`src/verilog/mmvd_pkg.sv`:
```
`default_nettype none
package mmvd_pkg;

  // ==========================================================================
  // register port map (8-bit registers, 4-bit index)
  localparam logic [3:0] REG_MEM_EXP   = 4'h0;
  localparam logic [3:0] REG_CPU_CTRL  = 4'h1;
  localparam logic [3:0] REG_STATUS    = 4'h2;

  // mem_expansion_reg fields
  localparam int         MEX_EXT_EN_BIT = 0;
  localparam int         MEX_RAM_SEL_BIT = 3;
  localparam int         MEX_ROM_LO_BIT = 5;
  localparam int         MEX_ROM_HI_BIT = 6;
  localparam logic [7:0] MEM_EXP_RST   = 8'h00;
  localparam logic [7:0] MEM_EXP_WMASK = 8'h69;

  // cpu_control_word fields
  localparam int         CTRL_RELOC_BIT = 1;
  localparam logic [7:0] CPU_CTRL_RST  = 8'h00;
  localparam logic [7:0] CPU_CTRL_WMASK = 8'h02;

  // ==========================================================================
  // address map
  localparam int          ADDR_W         = 16;
  localparam logic [15:0] ROM_END_48K    = 16'hC000;
  localparam logic [15:0] ROM_END_32K    = 16'h8000;
  localparam logic [15:0] ROM_END_24K    = 16'h6000;
  localparam logic [15:0] ROM_END_16K    = 16'h4000;
  localparam logic [15:0] RAM_BASE_2K    = 16'hF700;
  localparam logic [15:0] RAM_BASE_1K    = 16'hFB00;
  localparam logic [15:0] RAM_BASE_768   = 16'hFC00;
  localparam logic [7:0]  MAIN_RAM_PAGE  = 8'hFE;
  localparam logic [7:0]  SFR_PAGE       = 8'hFF;
  localparam logic [15:0] VEC_TABLE_END  = 16'h0040;
  localparam logic [15:0] VEC_RELOC_BASE = 16'h8000;

  // vector entry indices (entry address = index * 2)
  localparam int          VEC_IDX_W      = 5;
  localparam logic [4:0]  VEC_IDX_RESET  = 5'h00;
  localparam logic [4:0]  VEC_IDX_NMI    = 5'h01;
  localparam logic [4:0]  VEC_IDX_WDT    = 5'h02;
  localparam logic [4:0]  VEC_IDX_OPTRAP = 5'h1E;
  localparam logic [4:0]  VEC_IDX_BREAK  = 5'h1F;

  typedef enum logic [1:0] {RGN_ROM, RGN_RAM, RGN_EXT, RGN_SFR} mmvd_region_e;

endpackage
`default_nettype wire

```
`src/verilog/mmvd_region_dec.sv`:
```
`timescale 1ns/1ps
`default_nettype none
module mmvd_region_dec #(
  parameter bit JOINT_SIZE = 1'b0
) (
  input  wire logic [15:0]         addr_i,         // cpu address
  input  wire logic                rom_present_i,  // rom mapped in this mode
  input  wire logic [1:0]          rom_sel_i,      // size select hi,lo
  input  wire logic                ram_sel_i,      // ram size select
  output var mmvd_pkg::mmvd_region_e region_o,     // decoded region
  output logic                     vec_area_o,     // inside vector table
  output logic                     main_ram_o      // inside main ram page
);

  logic [15:0] rom_end;
  logic [15:0] ram_base;

  // ==========================================================================
  // size selection
  always_comb begin
    if (JOINT_SIZE) begin
      case (rom_sel_i)
        2'b00:   begin rom_end = mmvd_pkg::ROM_END_48K; ram_base = mmvd_pkg::RAM_BASE_2K; end
        2'b01:   begin rom_end = mmvd_pkg::ROM_END_32K; ram_base = mmvd_pkg::RAM_BASE_2K; end
        2'b10:   begin rom_end = mmvd_pkg::ROM_END_32K; ram_base = mmvd_pkg::RAM_BASE_1K; end
        default: begin rom_end = mmvd_pkg::ROM_END_24K; ram_base = mmvd_pkg::RAM_BASE_768; end
      endcase
    end else begin
      case (rom_sel_i)
        2'b00:   rom_end = mmvd_pkg::ROM_END_48K;
        2'b01:   rom_end = mmvd_pkg::ROM_END_32K;
        2'b10:   rom_end = mmvd_pkg::ROM_END_24K;
        default: rom_end = mmvd_pkg::ROM_END_16K;
      endcase
      ram_base = ram_sel_i ? mmvd_pkg::RAM_BASE_1K : mmvd_pkg::RAM_BASE_2K;
    end
  end

  // ==========================================================================
  // region decode, sfr page first
  always_comb begin
    if (addr_i[15:8] == mmvd_pkg::SFR_PAGE) begin
      region_o = mmvd_pkg::RGN_SFR;
    end else if (addr_i >= ram_base) begin
      region_o = mmvd_pkg::RGN_RAM;
    end else if (rom_present_i && (addr_i < rom_end)) begin
      region_o = mmvd_pkg::RGN_ROM;
    end else begin
      region_o = mmvd_pkg::RGN_EXT;
    end
  end

  assign vec_area_o = addr_i < mmvd_pkg::VEC_TABLE_END;
  assign main_ram_o = addr_i[15:8] == mmvd_pkg::MAIN_RAM_PAGE;

endmodule
`default_nettype wire

```
`src/verilog/mmvd_vec_fetch.sv`:
```
`timescale 1ns/1ps
`default_nettype none
module mmvd_vec_fetch (
  input  wire logic        clk_i,       // system clock
  input  wire logic        rst_n_i,     // sync reset, active low
  input  wire logic        req_i,       // vector request pulse
  input  wire logic [4:0]  idx_i,       // vector entry index
  input  wire logic        reloc_i,     // relocate table high
  output logic             busy_o,      // fetch in progress
  output logic             rd_o,        // byte read strobe
  output logic [15:0]      rd_addr_o,   // byte read address
  input  wire logic [7:0]  rd_data_i,   // byte read data, next cycle
  output logic             pc_load_o,   // program counter load pulse
  output logic [15:0]      pc_o         // new program counter
);

  typedef enum logic [1:0] {ST_IDLE, ST_LO, ST_HI, ST_WAIT} mmvd_vec_state_e;

  mmvd_vec_state_e state_q;
  logic [15:0]     entry_q;
  logic [7:0]      lo_q;
  logic [15:0]     entry_d;

  // ==========================================================================
  // entry address; reset entry never relocates
  always_comb begin
    entry_d = {10'h000, idx_i, 1'b0};
    if (reloc_i && (idx_i != mmvd_pkg::VEC_IDX_RESET)) begin
      entry_d = entry_d | mmvd_pkg::VEC_RELOC_BASE;
    end
  end

  always_ff @(posedge clk_i) begin
    if (!rst_n_i) begin
      state_q <= ST_IDLE;
    end else begin
      case (state_q)
        ST_IDLE: if (req_i) state_q <= ST_LO;
        ST_LO:   state_q <= ST_HI;
        ST_HI:   state_q <= ST_WAIT;
        ST_WAIT: state_q <= ST_IDLE;
        default: state_q <= ST_IDLE;
      endcase
    end
  end

  always_ff @(posedge clk_i) begin
    if (!rst_n_i) begin
      entry_q <= 16'h0000;
    end else if (state_q == ST_IDLE && req_i) begin
      entry_q <= entry_d;
    end
  end

  // even byte to pc low, odd byte to pc high
  always_ff @(posedge clk_i) begin
    if (!rst_n_i) begin
      lo_q      <= 8'h00;
      pc_o      <= 16'h0000;
      pc_load_o <= 1'b0;
    end else begin
      pc_load_o <= state_q == ST_WAIT;
      if (state_q == ST_HI) begin
        lo_q <= rd_data_i;
      end
      if (state_q == ST_WAIT) begin
        pc_o <= {rd_data_i, lo_q};
      end
    end
  end

  assign busy_o    = state_q != ST_IDLE;
  assign rd_o      = (state_q == ST_LO) || (state_q == ST_HI);
  assign rd_addr_o = {entry_q[15:1], state_q == ST_HI};

endmodule
`default_nettype wire

```
`src/verilog/mmvd_top.sv`:
```
// Strobed register access and the register addresses were decided locally.
`timescale 1ns/1ps
`default_nettype none
module mmvd_top #(
  parameter bit JOINT_SIZE    = 1'b0,  // joint rom/ram size decode
  parameter bit HAS_ROMLESS   = 1'b1,  // romless modes exist
  parameter bit HAS_CTRL_WORD = 1'b1   // control word exists
) (
  input  wire logic        CLK_I,           // system clock
  input  wire logic        RST_N_I,         // sync reset, active low
  input  wire logic [3:0]  REG_ADDR_I,      // register index
  input  wire logic [7:0]  REG_WDATA_I,     // register write data
  input  wire logic        REG_WR_I,        // register write strobe
  input  wire logic        REG_RD_I,        // register read strobe
  output logic [7:0]       REG_RDATA_O,     // register read data
  input  wire logic        BOOT_CFG_PIN0_I, // mode strap 0
  input  wire logic        BOOT_CFG_PIN1_I, // mode strap 1
  input  wire logic        CPU_REQ_I,       // cpu access strobe
  input  wire logic [15:0] CPU_ADDR_I,      // cpu reference address
  input  wire logic        CPU_WORD_I,      // word access
  output logic             ACC_VALID_O,     // decode result pulse
  output logic [1:0]       REGION_O,        // decoded region
  output logic             VEC_AREA_O,      // vector table hit
  output logic             ACC_FAULT_O,     // external without expansion
  output logic [15:0]      LO_ADDR_O,       // low byte address
  output logic [15:0]      HI_ADDR_O,       // high byte address
  input  wire logic        VEC_REQ_I,       // interrupt accepted pulse
  input  wire logic [4:0]  VEC_IDX_I,       // vector entry index
  output logic             VEC_BUSY_O,      // vector fetch busy
  output logic             VMEM_RD_O,       // vector byte read
  output logic [15:0]      VMEM_ADDR_O,     // vector byte address
  input  wire logic [7:0]  VMEM_DATA_I,     // vector byte data
  output logic             PC_LOAD_O,       // pc load pulse
  output logic [15:0]      PC_O             // pc value
);

  logic [7:0]              mem_expansion_reg_q;
  logic [7:0]              cpu_control_word_q;
  logic                    strap_done_q;
  logic [1:0]              boot_mode_q;
  logic                    rom_present;
  logic                    vector_table_relocate;
  mmvd_pkg::mmvd_region_e  region;
  logic                    vec_area;
  logic                    main_ram;
  logic [7:0]              rdata_d;

  assign rom_present           = !(HAS_ROMLESS && boot_mode_q[0]);
  assign vector_table_relocate = HAS_CTRL_WORD && cpu_control_word_q[mmvd_pkg::CTRL_RELOC_BIT];

  // ==========================================================================
  // mode straps caught once after reset release
  always_ff @(posedge CLK_I) begin
    if (!RST_N_I) begin
      strap_done_q <= 1'b0;
      boot_mode_q  <= 2'b00;
    end else if (!strap_done_q) begin
      strap_done_q <= 1'b1;
      boot_mode_q  <= {BOOT_CFG_PIN1_I, BOOT_CFG_PIN0_I};
    end
  end

  // ==========================================================================
  // register port
  always_ff @(posedge CLK_I) begin
    if (!RST_N_I) begin
      mem_expansion_reg_q <= mmvd_pkg::MEM_EXP_RST;
    end else if (REG_WR_I && REG_ADDR_I == mmvd_pkg::REG_MEM_EXP) begin
      mem_expansion_reg_q <= REG_WDATA_I & mmvd_pkg::MEM_EXP_WMASK;
    end
  end

  always_ff @(posedge CLK_I) begin
    if (!RST_N_I) begin
      cpu_control_word_q <= mmvd_pkg::CPU_CTRL_RST;
    end else if (HAS_CTRL_WORD && REG_WR_I && REG_ADDR_I == mmvd_pkg::REG_CPU_CTRL) begin
      cpu_control_word_q <= REG_WDATA_I & mmvd_pkg::CPU_CTRL_WMASK;
    end
  end

  always_comb begin
    case (REG_ADDR_I)
      mmvd_pkg::REG_MEM_EXP:  rdata_d = mem_expansion_reg_q;
      mmvd_pkg::REG_CPU_CTRL: rdata_d = cpu_control_word_q;
      mmvd_pkg::REG_STATUS:   rdata_d = {4'h0, rom_present, VEC_BUSY_O, boot_mode_q};
      default:                rdata_d = 8'h00;
    endcase
  end

  always_ff @(posedge CLK_I) begin
    if (!RST_N_I) begin
      REG_RDATA_O <= 8'h00;
    end else if (REG_RD_I) begin
      REG_RDATA_O <= rdata_d;
    end else begin
      REG_RDATA_O <= 8'h00;
    end
  end

  // ==========================================================================
  // address decode
  mmvd_region_dec #(
    .JOINT_SIZE (JOINT_SIZE)
  ) u_dec (
    .addr_i        (CPU_ADDR_I),
    .rom_present_i (rom_present),
    .rom_sel_i     ({mem_expansion_reg_q[mmvd_pkg::MEX_ROM_HI_BIT],
                     mem_expansion_reg_q[mmvd_pkg::MEX_ROM_LO_BIT]}),
    .ram_sel_i     (mem_expansion_reg_q[mmvd_pkg::MEX_RAM_SEL_BIT]),
    .region_o      (region),
    .vec_area_o    (vec_area),
    .main_ram_o    (main_ram)
  );

  always_ff @(posedge CLK_I) begin
    if (!RST_N_I) begin
      ACC_VALID_O <= 1'b0;
      REGION_O    <= 2'b00;
      VEC_AREA_O  <= 1'b0;
      ACC_FAULT_O <= 1'b0;
    end else begin
      ACC_VALID_O <= CPU_REQ_I;
      if (CPU_REQ_I) begin
        REGION_O    <= region;
        VEC_AREA_O  <= vec_area;
        ACC_FAULT_O <= (region == mmvd_pkg::RGN_EXT)
                       && !mem_expansion_reg_q[mmvd_pkg::MEX_EXT_EN_BIT];
      end
    end
  end

  // byte pairing for word accesses; byte access drives both lanes, addr and addr+1, like an even word
  always_ff @(posedge CLK_I) begin
    if (!RST_N_I) begin
      LO_ADDR_O <= 16'h0000;
      HI_ADDR_O <= 16'h0000;
    end else if (CPU_REQ_I) begin
      if (CPU_WORD_I && main_ram && CPU_ADDR_I[0]) begin
        LO_ADDR_O <= CPU_ADDR_I - 16'h0001;
        HI_ADDR_O <= CPU_ADDR_I;
      end else begin
        LO_ADDR_O <= CPU_ADDR_I;
        HI_ADDR_O <= CPU_ADDR_I + 16'h0001;
      end
    end
  end

  // ==========================================================================
  // vector fetch
  mmvd_vec_fetch u_vec (
    .clk_i     (CLK_I),
    .rst_n_i   (RST_N_I),
    .req_i     (VEC_REQ_I),
    .idx_i     (VEC_IDX_I),
    .reloc_i   (vector_table_relocate),
    .busy_o    (VEC_BUSY_O),
    .rd_o      (VMEM_RD_O),
    .rd_addr_o (VMEM_ADDR_O),
    .rd_data_i (VMEM_DATA_I),
    .pc_load_o (PC_LOAD_O),
    .pc_o      (PC_O)
  );

  logic vec_accept;
  assign vec_accept = VEC_REQ_I && !VEC_BUSY_O;
endmodule
`default_nettype wire

```
`config.mk`:
```
export PLATFORM = sky130hd
export DESIGN_NAME = mmvd_top
export DESIGN_NICKNAME = d
export VERILOG_FILES = /design/src/verilog/mmvd_pkg.sv /design/src/verilog/mmvd_region_dec.sv /design/src/verilog/mmvd_vec_fetch.sv /design/src/verilog/mmvd_top.sv
export SDC_FILE = /design/constraint.sdc
export NUM_CORES = 1
export LEC_CHECK = 0
export ABC_AREA = 1
export BUFFER_PORTS_ARGS = -buffer_cell sky130_fd_sc_hd__buf_4
export CAP_MARGIN = 20
export CORE_MARGIN = 2
export CORE_UTILIZATION = 30
export CTS_BUF_LIST = sky130_fd_sc_hd__clkbuf_8
export DETAILED_ROUTE_END_ITERATION = 8
export PLACE_DENSITY = 0.54
export SETUP_SLACK_MARGIN = 0.15
export SKIP_CTS_REPAIR_TIMING = 1
export SYNTH_ARGS = -nofsm -noshare
export SYNTH_HDL_FRONTEND = slang
export SYNTH_SLANG_ARGS = --single-unit
```
`constraint.sdc`:
```
create_clock -name CLK_I -period 1.4 [get_ports CLK_I]
set_clock_uncertainty 0.1 [all_clocks]
set_input_delay 0 -clock CLK_I [delete_from_list [all_inputs] [get_ports CLK_I]]
set_output_delay 0 -clock CLK_I [all_outputs]
set_load 0.03 [all_outputs]
```
==> metrics.txt <==
final total power=7.31 mW; max-capacitance violation count=0; drt pass-1 iters=5; initial antenna violation count=0; most common cell after layout, fill and taps aside=buf_4; CTS Buf Count=9; global-route wire length before repair=17.1 mm; GRT overflow=0; switching part of the total=0.368; CTS max path bufs=2; share of cells above drive strength 1=0.269; ANT cells=0; drt total wl=11.5 mm; combinational share of power=0.356; DRC violations left=0; worst skew pair latency=0.37 ns; final-report hold violation count=34; RSZ-0062 raised after global routing=yes; sequential-to-total area share from yosys stat=0.425; fill count=1293; TritonCTS Sinks=84; 1st-iter DRT viols=308; number of global-route vias before repair=3479; Core Footprint=12800 um^2; Period Utilization, post-route=0.988; clk slew on worst S/H paths=0.09 ns; Crit. End Element=flop; Layout Nets=780; Syn Inst Count=554; Ports=130; die area=14100 um^2; leak pwr=2.81 nW; post-route insts no fill=897; Worst Path Required=1.61 ns; Cell variety after synth=34; Hold Crit Class=input port to flop; Hold WS=-0.141 ns; most frequent cells in the layout=125 x buf_4, 103 x nor2_1, 87 x nand2_1; gr usage total=0.150; VDD IR max=572 uV; Clk pwr share=0.243; synth warn=0; Data arrival, critical path=1.59 ns; crit-path max FO=3; Final ANT Viol Nets=0; P_int=4.62 mW; DP Wirelength=7.94 mm; Tmin final=1.38 ns; initial core utilization=0.310; CTS tree=done; RD Place Congestion=0.850; row count=41; post-synthesis register bit count=84; P&R area growth vs syn=47.3%; IO Port Bufs=115; failing checks=hold timing; NetSw=2.69 mW; area of the mapped netlist=3960 um^2; P per Cell Area=1250 nW/um^2; Placed Cells=827; DR vias=3970; Achievable Freq=723 MHz; EDFF count, synth=0; CP Class=flop to flop; largest net degree at the start of global routing=62; die outline width=119 um; Avg Inst Size Synth=7.15 um^2; Max Slew Vio Count=0; wire per inst=12.9 um; Die Ht=119 um; Top FF cell, synth=dfxtp_1; Synth async-reset ratio=0; startpoint types=flop; CTS root buf=clkbuf_8; vias per cell=4.43; CTS H-tree depth=3; status=finished with violations; Seq pwr share=0.402; Final setup viols=0
-- registers in the layout (all words and copies together), names as in the netlist, 4 cells and up --
name / count
mem_expansion_reg_q: 4
REG_RDATA_O: 6
u_vec.entry_q: 6
HI_ADDR_O: 16
LO_ADDR_O: 16
u_vec.pc_o: 16
u_vec.lo_q: 8
-- through the flow --
stage / TNS, ns / util / setup slack [ns] / cell area [um^2] / hold WS, ns
after CTS: -0.0605 / 0.407 / -0.0383 / 5190 / -0.260
final: 0 / 0.457 / 0.0173 / 5830 / -0.141
after floorplan: 0 / - / 0.0984 / 4040 / -0.0723
after detailed placement: -0.00279 / 0.391 / -0.00279 / 4990 / 0.144
after global placement: 0 / 0.391 / 0.0385 / 4990 / 0.137
after global routing: -0.123 / 0.457 / -0.0730 / 5830 / -0.125
-- synthesized netlist by cell type, types with 4 or more instances --
| master | count | area share |
|---|---|---|
| nor2_1 | 111 | 0.11 |
| nand2_1 | 90 | 0.085 |
| dfxtp_1 | 84 | 0.42 |
| inv_1 | 55 | 0.052 |
| o21ai_0 | 53 | 0.067 |
| nand3_1 | 37 | 0.047 |
| a21oi_1 | 34 | 0.043 |
| clkbuf_1 | 14 | 0.013 |
| buf_4 | 13 | 0.025 |
| ha_1 | 10 | 0.032 |
| nand4_1 | 7 | 0.011 |
| nor3_1 | 6 | 0.0076 |
| xor2_1 | 6 | 0.013 |
| inv_2 | 4 | 0.0038 |
-- cells by family (layout without fill, tap and decap cells) --
group,after synthesis,after routing,synth area share
AND/OR/NAND/NOR,266,266,0.295
buffers and inverters,94,255,0.114
AO/OA/AOI/OAI,92,92,0.119
flip-flops,84,84,0.425
adder cells (fa/ha/maj),10,10,0.0316
XOR/XNOR,7,7,0.0155
other,1,11,0.000947
-- routing by layer --
layer  wire length [um]  share of wire  global-route usage
met1               5610           0.49               0.205
met2               5240           0.45               0.224
met3                605          0.052              0.0465
met4                 83         0.0072              0.0484
met5                  0              0                   0
-- power by group through the flow --
stage          clock network [mW]  registers, mW  logic [mW]
2_1_floorplan                   0           3.35       0.993
3_3_place_gp                    0           2.94        2.12
3_5_place_dp                    0           2.95        2.15
4_1_cts                      1.85           2.90        2.16
5_1_grt                      1.95           2.98        2.80
6_report                     1.77           2.94        2.60
-- path summary, 6_finish.rpt --
| kind | startpoint | to | slack (ns) | depth (start not counted) |
|---|---|---|---|---|
| setup / recovery | mem_expansion_reg_q[3] | ACC_FAULT_O | 0.02 | 9 |
| hold / removal | REG_ADDR_I[2] | REG_RDATA_O[6] | -0.14 | 4 |
| setup reg to reg | mem_expansion_reg_q[3] | ACC_FAULT_O | 0.02 | 9 |
| hold reg to reg | boot_mode_q[1] | boot_mode_q[1] | 0.36 | 2 |
-- critical path, stage by stage, from the launching register on --
cell	delay, ns
dfxtp_2	0.37
inv_2	0.05
ha_4	0.21
a21oi_2	0.11
nand2_1	0.07
nand2_2	0.08
nand2_1	0.06
nor2_1	0.09
nand2_1	0.07
a21oi_2	0.13
-- area by class of cell --
| class | instances | area [um^2] | area share |
|---|---|---|---|
| clock buffer | 9 | 124 | 0.0212 |
| clock inverter | 7 | 77.6 | 0.0133 |
| inverter | 59 | 241 | 0.0414 |
| multi-input combinational | 386 | 1970 | 0.338 |
| sequential | 84 | 1690 | 0.290 |
| tap | 172 | 215 | 0.0369 |
| timing repair buffer | 179 | 1500 | 0.258 |
| timing repair inverter | 1 | 7.51 | 0.00129 |
No activity file was read; power rests on OpenSTA's default activity.
